File: config.mk
export PLATFORM = sky130hd
export DESIGN_NAME = msi_ctl_flat
export DESIGN_NICKNAME = d
export VERILOG_FILES = /design/src/logic/msi_pkg.sv /design/src/logic/msi_link_if.sv /design/src/logic/msi_ctl.sv /design/src/flat_wrapper.sv
export SDC_FILE = /design/constraint.sdc
export NUM_CORES = 1
export LEC_CHECK = 0
export BUFFER_PORTS_ARGS = -buffer_cell sky130_fd_sc_hd__buf_2
export CAP_MARGIN = 20
export CORE_ASPECT_RATIO = 1.25
export CORE_MARGIN = 10
export CORE_UTILIZATION = 57
export DETAILED_ROUTE_END_ITERATION = 6
export PLACE_DENSITY_LB_ADDON = 0.1
export SLEW_MARGIN = 20
export SYNTH_ARGS = -nofsm -noshare
export SYNTH_HDL_FRONTEND = slang
export SYNTH_SLANG_ARGS = --single-unit
File: constraint.sdc
create_clock -name core_clk -period 13.4 [get_ports core_clk]
set_input_delay 0.67 -clock core_clk [delete_from_list [all_inputs] [get_ports core_clk]]
set_output_delay 0.67 -clock core_clk [all_outputs]
set_load 0.02 [all_outputs]
File: src/logic/msi_pkg.sv
// msi generator constants and shared register map
// assumes one 100 MHz core clock shared by both ends
// Function
// programmable message id in write data
// programmable destination address for every write
// programmable delay before each message
// twelve ack, twelve overflow, eight av, two i2c, sixteen gpio
// edge detect with per-input polarity
// per-source enable; disabled source sends nothing
// legacy inta emulation as alternative
// requested count is power of two, max 32
// capability requests 32 before configuration
// software grants count; device uses only granted
// software sets address before enabling
// software sets message data value
// posted write to address with message data
// ack event on tagged last buffer element
// overflow events only for channels 1..12
// unmapped traffic class drop raises event
// av line held high until status cleared
// gpio inputs synchronised before edge detection
// gpio level held at least three cycles
// one request served at a time, sequentially
// pending latched, lowest index served first
// grant limits which low data bits change
package msi_pkg;
  // ----------------------------------------------------------------
  // source layout
  // ----------------------------------------------------------------
  localparam int N_DMA   = 12;
  localparam int N_AV    = 8;
  localparam int N_I2C   = 2;
  localparam int N_GPIO  = 16;
  localparam int N_SRC   = 2 * N_DMA + N_AV + N_I2C + 1 + N_GPIO;
  localparam int ID_W    = 6;
  localparam int CNT_W   = 16;
  localparam int MSG_W   = 16;
  localparam int ADDR_W  = 32;
  localparam int DATA_W  = 32;
  localparam int VEC_W   = 5;
  localparam int MME_W   = 3;
  localparam logic [MME_W-1:0] MMC_32 = 3'h5; // 32 messages requested
  localparam logic [MME_W-1:0] MME_MAX = 3'h5;

  // ----------------------------------------------------------------
  // controller register map (byte offsets)
  // ----------------------------------------------------------------
  localparam int RA_W = 8;
  localparam logic [RA_W-1:0] OFS_CTRL   = 8'h00;
  localparam logic [RA_W-1:0] OFS_ADDR   = 8'h04;
  localparam logic [RA_W-1:0] OFS_DATA   = 8'h08;
  localparam logic [RA_W-1:0] OFS_DELAY  = 8'h0c;
  localparam logic [RA_W-1:0] OFS_EN_LO  = 8'h10;
  localparam logic [RA_W-1:0] OFS_EN_HI  = 8'h14;
  localparam logic [RA_W-1:0] OFS_POL_LO = 8'h18;
  localparam logic [RA_W-1:0] OFS_POL_HI = 8'h1c;
  localparam logic [RA_W-1:0] OFS_STAT   = 8'h20;
  localparam logic [RA_W-1:0] OFS_LAST   = 8'h24;
  localparam logic [RA_W-1:0] OFS_COUNT  = 8'h28;
  // ctrl fields
  localparam int CTRL_MSI_EN  = 0;
  localparam int CTRL_INTX_EN = 1;
  localparam int CTRL_MME_LO  = 2;
  localparam int CTRL_ACK     = 5;
  localparam logic [1:0] RESP_OKAY   = 2'h0;
  localparam logic [1:0] RESP_SLVERR = 2'h2;
  localparam logic [DATA_W-1:0] RST_ZERO = 32'h0;
endpackage

File: src/logic/msi_link_if.sv
// link between msi generator and the configuring / receiving end
// assumes both ends on one clock; no tri-state signals
`timescale 1ns/1ns
interface msi_link_if;
  import msi_pkg::*;
  // configuration from the controller end
  logic                  msi_en;
  logic                  intx_en;
  logic [MME_W-1:0]      mme;
  logic [ADDR_W-1:0]     msg_addr;
  logic [MSG_W-1:0]      msg_data;
  logic [CNT_W-1:0]      delay;
  logic [N_SRC-1:0]      src_en;
  logic [N_SRC-1:0]      src_pol;
  logic                  intx_ack;
  logic                  wr_ready;
  // from the generator end
  logic [MME_W-1:0]      cap_mmc;
  logic                  wr_valid;
  logic [ADDR_W-1:0]     wr_addr;
  logic [DATA_W-1:0]     wr_data;
  logic                  inta;

  modport gen (input msi_en, intx_en, mme, msg_addr, msg_data, delay, src_en, src_pol,
               intx_ack, wr_ready,
               output cap_mmc, wr_valid, wr_addr, wr_data, inta);
  modport ctl (output msi_en, intx_en, mme, msg_addr, msg_data, delay, src_en, src_pol,
               intx_ack, wr_ready,
               input cap_mmc, wr_valid, wr_addr, wr_data, inta);
endinterface

File: src/logic/msi_ctl.sv
// controller end: axi4-lite registers configure the generator,
// accept its message writes and report them
// assumes one axi4-lite master, one write and one read at a time
//
// Decided for this implementation: register access over AXI4-Lite and the placing of the registers.
`timescale 1ns/1ns
module msi_ctl (
  // clock and reset
  input  wire logic                        core_clk,
  input  wire logic                        rst,
  // axi4-lite write
  input  wire logic                        awvalid,
  output logic                             awready,
  input  wire logic [msi_pkg::RA_W-1:0]    awaddr,
  input  wire logic                        wvalid,
  output logic                             wready,
  input  wire logic [msi_pkg::DATA_W-1:0]  wdata,
  input  wire logic [3:0]                  wstrb,
  output logic                             bvalid,
  input  wire logic                        bready,
  output logic [1:0]                       bresp,
  // axi4-lite read
  input  wire logic                        arvalid,
  output logic                             arready,
  input  wire logic [msi_pkg::RA_W-1:0]    araddr,
  output logic                             rvalid,
  input  wire logic                        rready,
  output logic [msi_pkg::DATA_W-1:0]       rdata,
  output logic [1:0]                       rresp,
  // link
  msi_link_if.ctl                          lnk
);
  import msi_pkg::*;

  // ----------------------------------------------------------------
  // state
  // ----------------------------------------------------------------
  typedef struct packed {
    logic [DATA_W-1:0] ctrl;
    logic [DATA_W-1:0] addr;
    logic [DATA_W-1:0] data;
    logic [DATA_W-1:0] delay;
    logic [63:0]       en;
    logic [63:0]       pol;
    logic              intx_ack;
    logic              wr_ready;
    logic [DATA_W-1:0] last;
    logic [DATA_W-1:0] count;
    logic              aw_got;
    logic              w_got;
    logic [RA_W-1:0]   aw_a;
    logic [DATA_W-1:0] w_d;
    logic [3:0]        w_s;
    logic              awready;
    logic              wready;
    logic              bvalid;
    logic [1:0]        bresp;
    logic              arready;
    logic              rvalid;
    logic [DATA_W-1:0] rdata;
    logic [1:0]        rresp;
  } ctl_s_t;

  ctl_s_t s_reg;
  ctl_s_t s_next;

  // byte-lane merge
  function automatic logic [DATA_W-1:0] merge(input logic [DATA_W-1:0] o,
                                              input logic [DATA_W-1:0] n,
                                              input logic [3:0]        st);
    logic [DATA_W-1:0] r;
    r = o;
    for (int b = 0; b < 4; b++) begin
      if (st[b]) r[b*8 +: 8] = n[b*8 +: 8];
    end
    return r;
  endfunction

  // next-state logic
  always_comb begin
    s_next          = s_reg;
    s_next.intx_ack = 1'b0;
    s_next.wr_ready = 1'b1;
    // take generator writes and record them
    if (lnk.wr_valid && s_reg.wr_ready) begin
      s_next.last  = lnk.wr_data;
      s_next.count = s_reg.count + DATA_W'(1);
    end
    // write address and data, either order
    if (awvalid && s_reg.awready) begin
      s_next.aw_got = 1'b1;
      s_next.aw_a   = awaddr;
    end
    if (wvalid && s_reg.wready) begin
      s_next.w_got = 1'b1;
      s_next.w_d   = wdata;
      s_next.w_s   = wstrb;
    end
    if (s_reg.aw_got && s_reg.w_got) begin
      s_next.aw_got = 1'b0;
      s_next.w_got  = 1'b0;
      s_next.bvalid = 1'b1;
      s_next.bresp  = RESP_OKAY;
      case (s_reg.aw_a)
        OFS_CTRL: begin
          s_next.ctrl = merge(s_reg.ctrl, s_reg.w_d, s_reg.w_s);
          s_next.ctrl[CTRL_ACK] = 1'b0;
          s_next.intx_ack = s_reg.w_s[0] & s_reg.w_d[CTRL_ACK];
          if (s_next.ctrl[CTRL_MME_LO +: MME_W] > MME_MAX) begin
            s_next.ctrl[CTRL_MME_LO +: MME_W] = MME_MAX;
          end
        end
        OFS_ADDR:   s_next.addr   = merge(s_reg.addr, s_reg.w_d, s_reg.w_s);
        OFS_DATA:   s_next.data   = merge(s_reg.data, s_reg.w_d, s_reg.w_s);
        OFS_DELAY:  s_next.delay  = merge(s_reg.delay, s_reg.w_d, s_reg.w_s);
        OFS_EN_LO:  s_next.en[31:0]  = merge(s_reg.en[31:0], s_reg.w_d, s_reg.w_s);
        OFS_EN_HI:  s_next.en[63:32] = merge(s_reg.en[63:32], s_reg.w_d, s_reg.w_s);
        OFS_POL_LO: s_next.pol[31:0]  = merge(s_reg.pol[31:0], s_reg.w_d, s_reg.w_s);
        OFS_POL_HI: s_next.pol[63:32] = merge(s_reg.pol[63:32], s_reg.w_d, s_reg.w_s);
        OFS_STAT, OFS_LAST, OFS_COUNT: s_next.bresp = RESP_OKAY;
        default:    s_next.bresp  = RESP_SLVERR;
      endcase
    end
    if (s_reg.bvalid && bready) begin
      s_next.bvalid = 1'b0;
    end
    s_next.awready = ~s_next.aw_got & ~s_next.bvalid;
    s_next.wready  = ~s_next.w_got & ~s_next.bvalid;
    // read path
    if (arvalid && s_reg.arready) begin
      s_next.rvalid = 1'b1;
      s_next.rresp  = RESP_OKAY;
      case (araddr)
        OFS_CTRL:   s_next.rdata = s_reg.ctrl;
        OFS_ADDR:   s_next.rdata = s_reg.addr;
        OFS_DATA:   s_next.rdata = s_reg.data;
        OFS_DELAY:  s_next.rdata = s_reg.delay;
        OFS_EN_LO:  s_next.rdata = s_reg.en[31:0];
        OFS_EN_HI:  s_next.rdata = s_reg.en[63:32];
        OFS_POL_LO: s_next.rdata = s_reg.pol[31:0];
        OFS_POL_HI: s_next.rdata = s_reg.pol[63:32];
        OFS_STAT:   s_next.rdata = DATA_W'({lnk.inta, lnk.wr_valid, lnk.cap_mmc});
        OFS_LAST:   s_next.rdata = s_reg.last;
        OFS_COUNT:  s_next.rdata = s_reg.count;
        default: begin
          s_next.rdata = RST_ZERO;
          s_next.rresp = RESP_SLVERR;
        end
      endcase
    end
    if (s_reg.rvalid && rready) begin
      s_next.rvalid = 1'b0;
    end
    s_next.arready = ~s_next.rvalid;
  end

  // state register
  always_ff @(posedge core_clk or posedge rst) begin
    if (rst) begin
      s_reg <= '0;
    end else begin
      s_reg <= s_next;
    end
  end

  // outputs, all from flops
  assign awready      = s_reg.awready;
  assign wready       = s_reg.wready;
  assign bvalid       = s_reg.bvalid;
  assign bresp        = s_reg.bresp;
  assign arready      = s_reg.arready;
  assign rvalid       = s_reg.rvalid;
  assign rdata        = s_reg.rdata;
  assign rresp        = s_reg.rresp;
  assign lnk.msi_en   = s_reg.ctrl[CTRL_MSI_EN];
  assign lnk.intx_en  = s_reg.ctrl[CTRL_INTX_EN];
  assign lnk.mme      = s_reg.ctrl[CTRL_MME_LO +: MME_W];
  assign lnk.msg_addr = s_reg.addr;
  assign lnk.msg_data = s_reg.data[MSG_W-1:0];
  assign lnk.delay    = s_reg.delay[CNT_W-1:0];
  assign lnk.src_en   = s_reg.en[N_SRC-1:0];
  assign lnk.src_pol  = s_reg.pol[N_SRC-1:0];
  assign lnk.intx_ack = s_reg.intx_ack;
  assign lnk.wr_ready = s_reg.wr_ready;
endmodule // msi_ctl

File: src/flat_wrapper.sv
// flat-port wrapper written by rule: the top's interface ports become plain ports
module msi_ctl_flat import msi_pkg::*;
  (core_clk, rst, awvalid, awready, awaddr, wvalid, wready, wdata, wstrb, bvalid, bready, bresp, arvalid, arready, araddr, rvalid, rready, rdata, rresp, lnk_msi_en, lnk_intx_en, lnk_mme, lnk_msg_addr, lnk_msg_data, lnk_delay, lnk_src_en, lnk_src_pol, lnk_intx_ack, lnk_wr_ready, lnk_cap_mmc, lnk_wr_valid, lnk_wr_addr, lnk_wr_data, lnk_inta);
  msi_link_if lnk_i ();
  input  wire logic core_clk;
  input  wire logic rst;
  input  wire logic awvalid;
  output logic awready;
  input  wire logic [msi_pkg::RA_W-1:0] awaddr;
  input  wire logic wvalid;
  output logic wready;
  input  wire logic [msi_pkg::DATA_W-1:0] wdata;
  input  wire logic [3:0] wstrb;
  output logic bvalid;
  input  wire logic bready;
  output logic [1:0] bresp;
  input  wire logic arvalid;
  output logic arready;
  input  wire logic [msi_pkg::RA_W-1:0] araddr;
  output logic rvalid;
  input  wire logic rready;
  output logic [msi_pkg::DATA_W-1:0] rdata;
  output logic [1:0] rresp;
  output wire logic [$bits(lnk_i.msi_en)-1:0] lnk_msi_en;
  output wire logic [$bits(lnk_i.intx_en)-1:0] lnk_intx_en;
  output wire logic [$bits(lnk_i.mme)-1:0] lnk_mme;
  output wire logic [$bits(lnk_i.msg_addr)-1:0] lnk_msg_addr;
  output wire logic [$bits(lnk_i.msg_data)-1:0] lnk_msg_data;
  output wire logic [$bits(lnk_i.delay)-1:0] lnk_delay;
  output wire logic [$bits(lnk_i.src_en)-1:0] lnk_src_en;
  output wire logic [$bits(lnk_i.src_pol)-1:0] lnk_src_pol;
  output wire logic [$bits(lnk_i.intx_ack)-1:0] lnk_intx_ack;
  output wire logic [$bits(lnk_i.wr_ready)-1:0] lnk_wr_ready;
  input wire logic [$bits(lnk_i.cap_mmc)-1:0] lnk_cap_mmc;
  input wire logic [$bits(lnk_i.wr_valid)-1:0] lnk_wr_valid;
  input wire logic [$bits(lnk_i.wr_addr)-1:0] lnk_wr_addr;
  input wire logic [$bits(lnk_i.wr_data)-1:0] lnk_wr_data;
  input wire logic [$bits(lnk_i.inta)-1:0] lnk_inta;
  assign lnk_msi_en = lnk_i.msi_en;
  assign lnk_intx_en = lnk_i.intx_en;
  assign lnk_mme = lnk_i.mme;
  assign lnk_msg_addr = lnk_i.msg_addr;
  assign lnk_msg_data = lnk_i.msg_data;
  assign lnk_delay = lnk_i.delay;
  assign lnk_src_en = lnk_i.src_en;
  assign lnk_src_pol = lnk_i.src_pol;
  assign lnk_intx_ack = lnk_i.intx_ack;
  assign lnk_wr_ready = lnk_i.wr_ready;
  assign lnk_i.cap_mmc = lnk_cap_mmc;
  assign lnk_i.wr_valid = lnk_wr_valid;
  assign lnk_i.wr_addr = lnk_wr_addr;
  assign lnk_i.wr_data = lnk_wr_data;
  assign lnk_i.inta = lnk_inta;
  msi_ctl u_core (.core_clk(core_clk), .rst(rst), .awvalid(awvalid), .awready(awready), .awaddr(awaddr), .wvalid(wvalid), .wready(wready), .wdata(wdata), .wstrb(wstrb), .bvalid(bvalid), .bready(bready), .bresp(bresp), .arvalid(arvalid), .arready(arready), .araddr(araddr), .rvalid(rvalid), .rready(rready), .rdata(rdata), .rresp(rresp), .lnk(lnk_i));
endmodule
== After elaboration in Yosys (flattened, before gate mapping) ==
Index checks and enable logic that the tools add are counted.

* Eq/ne operators: 21
* Muxes and demuxes: 16
* Order comparisons: 1
* Add/subtract/negate cells: 1
* Bitwise gates (word level): 7
* Reduce and logical (&&, ||, !) cells: 44

{| class="wikitable"
|+ Operators with widths
! operator !! number
|-
| 32-bit case mux with 11 select lines || 1
|-
| 3-bit AND reduction || 32
|-
| 8-bit by 5-bit equality test with 1-bit output (second input constant) || 8
|-
| 8-bit by 6-bit equality test with 1-bit output (second input constant) || 6
|-
| 35-bit 2-to-1 mux || 1
|-
| 32-bit by 1-bit adder with 32-bit output (second input constant) || 1
|-
| 8-bit by 4-bit equality test with 1-bit output (second input constant) || 4
|-
| 8-bit 2-to-1 mux || 3
|-
| 11-bit OR reduction || 2
|-
| 8-bit by 3-bit equality test with 1-bit output (second input constant) || 2
|-
| 8-bit logical NOT || 2
|-
| 1-bit logical AND || 7
|-
| 1-bit 2-to-1 mux || 6
|-
| 2-bit 2-to-1 mux || 3
|-
| 3-bit 2-to-1 mux || 2
|-
| 1-bit inverter || 4
|-
| 1-bit bitwise AND || 3
|-
| 3-bit greater-than comparator (second input constant) || 1
|-
| 3-bit by 2-bit inequality test with 1-bit output (second input constant) || 1
|-
| 2-bit AND reduction || 1
|}

* Bits in registers: 408
* Input bits: 128

== Logic depth before layout (Yosys ltp) ==
Gate-level depths: netlist of run 1.

* Depth after elaboration: 7
* Depth in mapped cells: 8
* Depth with buffers taken out: 6

== Least setup slack after synthesis of run 1 ==
Ideal clock, no wire load.

* Path kind: in2reg
* Start: input araddr[0] in the netlist's numbering
* End: register u_core.s_reg, in the netlist u_core.rdata[11]
* Cell stages on the path: 7
* Setup slack: 11.262 ns
* Buffers on the path: 2
* Setup time: 0.083 ns
* Data required time: 13.317 ns
* Data arrival time: 2.056 ns
* Cells stage by stage: buf_4 > or4_4 > a211o_1 > nor2_4 > buf_6 > a22oi_1 > o21ai_0

* Cells in the longest elaborated chain, start to end: 2
* Elaborated cells between the ends (all ways): 12
* Classes of those cells: eq/ne: 10; mux: 1; reduce/logical: 1

{| class="wikitable"
|+ Ends and longest elaborated chain
! what !! RTL line !! text
|-
| from (decl) || flat_wrapper.sv:19 || <nowiki>input wire logic [msi_pkg::RA_W-1:0] araddr;</nowiki>
|-
| 8-bit by 6-bit equality test with 1-bit output (tied with other cells) || msi_ctl.sv:133 || <nowiki>case (araddr)</nowiki>
|-
| 32-bit case mux with 11 select lines * || msi_ctl.sv:133 ||
|-
| to (signal assigned) || msi_ctl.sv:162 || <nowiki>s_reg <= s_next;</nowiki>
|-
| to (decl) || msi_ctl.sv:64 || <nowiki>ctl_s_t s_reg;</nowiki>
|}

Mark *: on every way between the ends. The rest lies on a longest branch, timed or not.
A chain may end at the register's enable or synchronous reset.

== Final worst setup path of run 1 ==
* Start: input araddr[2] in the netlist's numbering
* End: register u_core.s_reg, in the netlist u_core.rdata[4]

The elaborated chain is that of the path after synthesis.

==> results.json, run 1 <==
{
  "portBuffers": 307,
  "rsz0062_at_grt": "no",
  "clock_latency_ns": 0.55,
  "largest_reg_flops": 194,
  "final_area_um2": 21600,
  "synth_top_family_by_area": "multiplexers",
  "dieArea_um2": 42600,
  "clock_path_buffers": 3,
  "placed_area_um2": 20300,
  "synth_cell_type_count": 73,
  "setup_slack_ns": 9.85,
  "fmax_ghz": 0.282,
  "die_h_um": 228,
  "final_cell_mix": "dfrtp_1 (406), mux2_2 (344), buf_2 (307), mux2i_1 (67), nand2_1 (57)",
  "tightest_slew_ns": 1.08,
  "drive_gt1_share_pct": 46.5,
  "final.fill_count": 2855,
  "p_leak_nw": 10.7,
  "rows": 76,
  "tns_ns": 0,
  "wirelength_mm": 61.4,
  "grt_max_degree": 117,
  "grt.total_usage_pct": 28.0,
  "critPathCaptureType": "register",
  "synthesis.area_um2": 19800,
  "maxSlewHeadroom_pct": 28.3,
  "antenna_found_initial": 4,
  "netSwitchingPower_mw": 0.981,
  "pwr-share-comb_pct": 15.5,
  "irDropWorstVdd_mv": 0.131,
  "arrival_ns": 3.96,
  "drc": 0,
  "overflow": 0,
  "synthAdderAreaFrac_pct": 0.0632,
  "slew_violations": 0,
  "ys_seq_area_share_pct": 51.3,
  "drtAntennaViolNets": 0,
  "fp.coreArea_um2": 34400,
  "post-place-ws_ns": 9.38,
  "cts_root_buffer": "clkbuf_16",
  "cts.htree.levels": 2,
  "worstSetupStartpointType": "input port",
  "postCtsResizedCells": 0,
  "hold_viol": 0,
  "dr.pass1.iters": 5,
  "async_reset_ff_share_pct": 100,
  "synth-compound-area-share_pct": 7.82,
  "cts_setup_buffers": 0,
  "clock-sinks": 406,
  "status": "completed",
  "fp.dieW_um": 187,
  "vias_per_cell": 6.11,
  "holdCritPathClass": "input port to async pin",
  "ioPinCount": 342,
  "cts_tree": "done",
  "grt_pass1_wl_mm": 90.6,
  "final_common_cell": "dfrtp_1",
  "worstSetupPathType": "input port to register",
  "num_vias": 13300,
  "skew_ns": 0.0206,
  "path_clk_slew_ns": 0.06,
  "crit_required_ns": 13.81,
  "syn_avg_cell_area_um2": 12.6,
  "first_global_vias": 13900,
  "power_frac_seq_pct": 50.2,
  "synthXorXnorAreaFrac_pct": 1.37,
  "switching_share_pct": 30.2,
  "pwr_density_cell_nw_per_um2": 150,
  "final_nets": 1803,
  "wl_per_cell_um": 28.3,
  "synthMuxAreaShare_pct": 23.5,
  "synth_simple_gate_area_share_pct": 6.41,
  "p_int_mw": 2.26,
  "cp_max_fo": 50,
  "syn_to_final_growth_pct": 8.93,
  "synth_edf_count": 0,
  "ys_ff_latch": 406,
  "setup_violations": 0,
  "min_period_over_period_pct": 26.5,
  "yosys_warnings": 0,
  "globalplace.congestion": 0.856,
  "initialDrtViolationCount": 1093,
  "cts_buffers": 41,
  "clkPwrFrac_pct": 34.3,
  "drv_cap": 0,
  "synth_flop_cell": "dfrtp_1",
  "initial_core_util_pct": 57.5,
  "cts.hold.buffers_added": 0,
  "dp_hpwl_mm": 41.4,
  "syn_inst": 1572,
  "fin_crit_ns": 3.55
}
[cell usage after synthesis, drive strengths merged, types with 18 or more instances]
library cell	count	area share, %
o21ai	42	1.1
a22o	18	0.80
a21oi	19	0.48
nor2	53	1.5
mux2	348	20
o22ai	23	0.73
mux2i	67	3.4
nand3	27	0.68
dfrtp	406	51
nand2	75	1.6
clkbuf	31	0.60
a22oi	54	2.0
buf	239	8.8
xnor2	28	1.2
[layout make-up]
type	instances	area, µm²	share of cell area, %
diodes	1	2.50	0.0116
repair buffers	328	1720	7.96
multi-input cells	893	7800	36.2
well taps	468	586	2.71
flip-flops and latches	406	10200	47.1
clock inverters	6	55.1	0.255
inverters	4	22.5	0.104
clock buffers	64	1220	5.67
[worst paths after layout]
kind	startpoint	end	slack (ns)	cells after the start
max in group asynchronous	rst	u_core.lnk.msg_addr[9]$_DFFE_PP0P_	11.01	4
min	rst	u_core.lnk.src_pol[25]$_DFFE_PP0P_	0.28	2
min in group core_clk	lnk_wr_data[28]	u_core.s_reg[147]$_DFFE_PP0P_	0.35	2
max reg2reg	u_core.s_reg[85]$_DFF_PP0_	u_core.lnk.src_en[46]$_DFFE_PP0P_	10.62	5
min reg2reg	u_core.s_reg[118]$_DFFE_PP0P_	u_core.s_reg[118]$_DFFE_PP0P_	0.49	1
max	araddr[2]	u_core.rdata[4]$_DFFE_PP0P_	9.85	7
[power by group through the flow]
stage | combinational [mW] | sequential [mW] | clock (mW)
2_1_floorplan | 0.433 | 1.55 | 0
3_3_place_gp | 0.493 | 1.64 | 0
3_5_place_dp | 0.506 | 1.65 | 0
4_1_cts | 0.508 | 1.62 | 1.13
5_1_grt | 0.538 | 1.66 | 1.18
6_report | 0.502 | 1.63 | 1.11
[per-layer routing]
layer,track usage [%],part of all wire (%),up-vias
met5,0,0.059,-
li1,-,-,5692
met4,11.0,3.9,6
met1,33.9,38,6897
met3,6.24,7.9,117
met2,47.7,50,554
[through the flow]
step           instances  hold WS [ns]  utilization [%]  power (mW)
3_3_place_gp        2097         0.464             58.8        2.13
3_5_place_dp        2098         0.475             58.8        2.15
5_1_grt             2169         0.343             62.7        3.37
4_1_cts             2168         0.323             62.6        3.26
6_report            2170         0.280             62.7        3.25
2_1_floorplan       1573         0.445                -        1.98
[worst max-delay path, cell delays in order]
cell and delay (ns):
buf_4 0.55, buf_4 0.76, clkinv_1 0.57, and3_1 0.46, a22o_1 0.24, a2111oi_0 0.50
a21oi_1 0.13
[kinds of logic (layout without fill, tap and decap cells)]
| group | Yosys count | after routing |
|---|---|---|
| muxes | 418 | 418 |
| DFF | 406 | 406 |
| buffers and inverters | 274 | 402 |
| and+or+nand+nor | 222 | 222 |
| AOI/OAI and AO/OA | 218 | 218 |
| xor gates and xnor gates | 31 | 31 |
| other | 2 | 4 |
| adders and majority gates | 1 | 1 |
Note: power is estimated with default switching activity, not from simulation.
==> inputs of run 2 (changes only) <==
Clock period 13.4 ns to 3.35 ns, I/O delays scaled along.
==> run 2 against run 1 <==
Non-clock buffer count is 100 higher. Combinational power rose to 4.2 times the previous value. Core utilization is 3.2 points higher. Register-to-register slack got worse by 10 ns. Routed wire length rose by 0.43%. Clock power rose to 4.3 times the previous value. Largest power group unchanged.
==> results.json, run 2 (same netlist as run 1, synthesis figures left out) <==
{
  "status": "completed",
  "min_from": "lnk_cap_mmc[2]",
  "cts_tree": "done",
  "initial_core_util_pct": 57.5,
  "globalplace.congestion": 0.902,
  "worstSetupPathType": "register to register",
  "tns_ns": 0,
  "cts_setup_buffers": 0,
  "clock_latency_ns": 0.54,
  "wl_per_cell_um": 27.1,
  "cts.htree.levels": 2,
  "initialDrtViolationCount": 1168,
  "pwr_density_cell_nw_per_um2": 589,
  "drtAntennaViolNets": 0,
  "pwr-share-comb_pct": 15.7,
  "netSwitchingPower_mw": 3.97,
  "clock_path_buffers": 3,
  "antenna_found_initial": 4,
  "dr.pass1.iters": 5,
  "final_common_cell": "dfrtp_1",
  "tightest_slew_ns": 0.986,
  "drv_cap": 0,
  "ioPinCount": 342,
  "crit_required_ns": 3.77,
  "dp_hpwl_mm": 42.6,
  "grt_max_degree": 111,
  "num_vias": 13600,
  "cts_buffers": 42,
  "critPathMaxStageDelay_ns": 0.70,
  "fmax_ghz": 0.369,
  "crit_slowest_cell": "nor2_2",
  "path_buf_inv": 0,
  "grt_pass1_wl_mm": 91.5,
  "wirelength_mm": 61.6,
  "die_h_um": 228,
  "arrival_ns": 3.13,
  "syn_to_final_growth_pct": 14.5,
  "critPathCaptureType": "register",
  "min_period_over_period_pct": 81.0,
  "r2r-end": "u_core.lnk.src_pol[47]$_DFFE_PP0P_",
  "holdWs_ns": 0.0889,
  "rsz0062_at_grt": "no",
  "fin_crit_ns": 2.71,
  "largest_reg_flops": 194,
  "clock-sinks": 406,
  "p_leak_nw": 11.2,
  "path_clk_slew_ns": 0.06,
  "fp.dieW_um": 187,
  "dieArea_um2": 42600,
  "hold_viol": 0,
  "setup_violations": 0,
  "skew_ns": 0.0101,
  "drive_gt1_share_pct": 45.1,
  "cp_top_family": "simple AND/OR/NAND/NOR gates",
  "r2r-start": "u_core.s_reg[84]$_DFFE_PP0P_",
  "portBuffers": 307,
  "cp_max_fo": 8,
  "cts_root_buffer": "clkbuf_16",
  "slew_violations": 0,
  "final_util_pct": 65.9,
  "path_cells": "nand4bb_1 > nor3b_2 > nand2_1 > nor2_2 > mux2_2",
  "clkPwrFrac_pct": 35.5,
  "overflow": 0,
  "placed_cells": 2117,
  "final_cells": 2275,
  "final_cell_mix": "dfrtp_1 (406), mux2_2 (344), buf_2 (306), dlygate4sd3_1 (81), mux2i_1 (67)",
  "irDropWorstVdd_mv": 0.418,
  "fp.coreArea_um2": 34400,
  "p_int_mw": 9.40,
  "power_frac_seq_pct": 48.8,
  "power.total_mw": 13.4,
  "drc": 0,
  "hold_path_end": "u_core.rdata[2]$_DFFE_PP0P_",
  "maxSlewHeadroom_pct": 34.2,
  "switching_share_pct": 29.7,
  "first_global_vias": 14200,
  "grt.total_usage_pct": 28.1,
  "rows": 76,
  "rr_worst_depth": 5,
  "hold_path_depth": 5,
  "worstSetupStartpointType": "register",
  "holdCritPathClass": "input port to register",
  "vias_per_cell": 5.99,
  "final_nets": 1904,
  "rrSetupSlack_ns": 0.64
}
==> run 2: changes by cell type in the layout (fill, tap and decap cells not counted), sizes merged <==
cell         delta
diode           +1
dlygate4sd3    +81
clkinv          +3
clkinvlp        +2
buf            +19
bufinv          +2
inv             -1
clkbuf          -2
==> run 2: metrics by stage <==
step           setup WS, ns  area [µm²]
2_1_floorplan         -2.29       19800
3_3_place_gp          0.802       20400
3_5_place_dp          0.765       20400
4_1_cts               0.745       22700
5_1_grt               0.623       22700
6_report              0.637       22700
==> run 2: layout make-up <==
type                    count  area, µm²
inverters                   4       18.8
fillers                  2704      11700
multi-input cells         893       7800
diodes                      2       5.00
well taps                 468        586
repair buffers            428       2710
clock inverters            12        138
clock buffers              62       1260
flip-flops and latches    406      10200
==> run 2: what timing repair did <==
item,4_1_cts,5_1_grt
gates resized for setup,0,0
hold buffers,81,0
hold endpoints to repair,155,0
==> run 2: worst max-delay path by stage <==
| stage | cells past startpoint | end | start |
|---|---|---|---|
| 2_1_floorplan | 1 | u_core.arready$_DFF_PP0_ | rst |
| 3_3_place_gp | 5 | u_core.lnk.src_en[27]$_DFFE_PP0P_ | u_core.s_reg[84]$_DFFE_PP0P_ |
| 3_5_place_dp | 6 | u_core.rdata[4]$_DFFE_PP0P_ | araddr[5] |
| 4_1_cts | 5 | u_core.lnk.src_pol[47]$_DFFE_PP0P_ | u_core.s_reg[84]$_DFFE_PP0P_ |
| 5_1_grt | 5 | u_core.lnk.src_pol[47]$_DFFE_PP0P_ | u_core.s_reg[84]$_DFFE_PP0P_ |
| 6_report | 5 | u_core.lnk.src_pol[47]$_DFFE_PP0P_ | u_core.s_reg[84]$_DFFE_PP0P_ |
==> run 2: worst reg2reg max path: cells and delay by family, from the launching register on <==
kind	cells	cell delay, ns
multiplexers	1	0.42
AND/OR/NAND/NOR	4	1.82
flip-flops	1	0.37
==> run 2: per-layer routing <==
| metal | GRT usage (%) | routed length, µm | vias to the layer above |
|---|---|---|---|
| met2 | 46.9 | 30400 | 582 |
| met1 | 34.6 | 24000 | 7014 |
| li1 | - | - | 5895 |
| met5 | 0 | 36 | - |
| met3 | 6.38 | 4620 | 133 |
| met4 | 11.3 | 2580 | 4 |
==> run 2: power groups by stage <==
| stage | clock network, mW | registers [mW] | logic, mW |
|---|---|---|---|
| final | 4.75 | 6.52 | 2.10 |
| after CTS | 4.80 | 6.50 | 2.11 |
| after global routing | 5.01 | 6.64 | 2.24 |
| after global placement | 0 | 6.55 | 1.99 |
| after floorplan | 0 | 6.20 | 1.73 |
| after detailed placement | 0 | 6.59 | 2.03 |
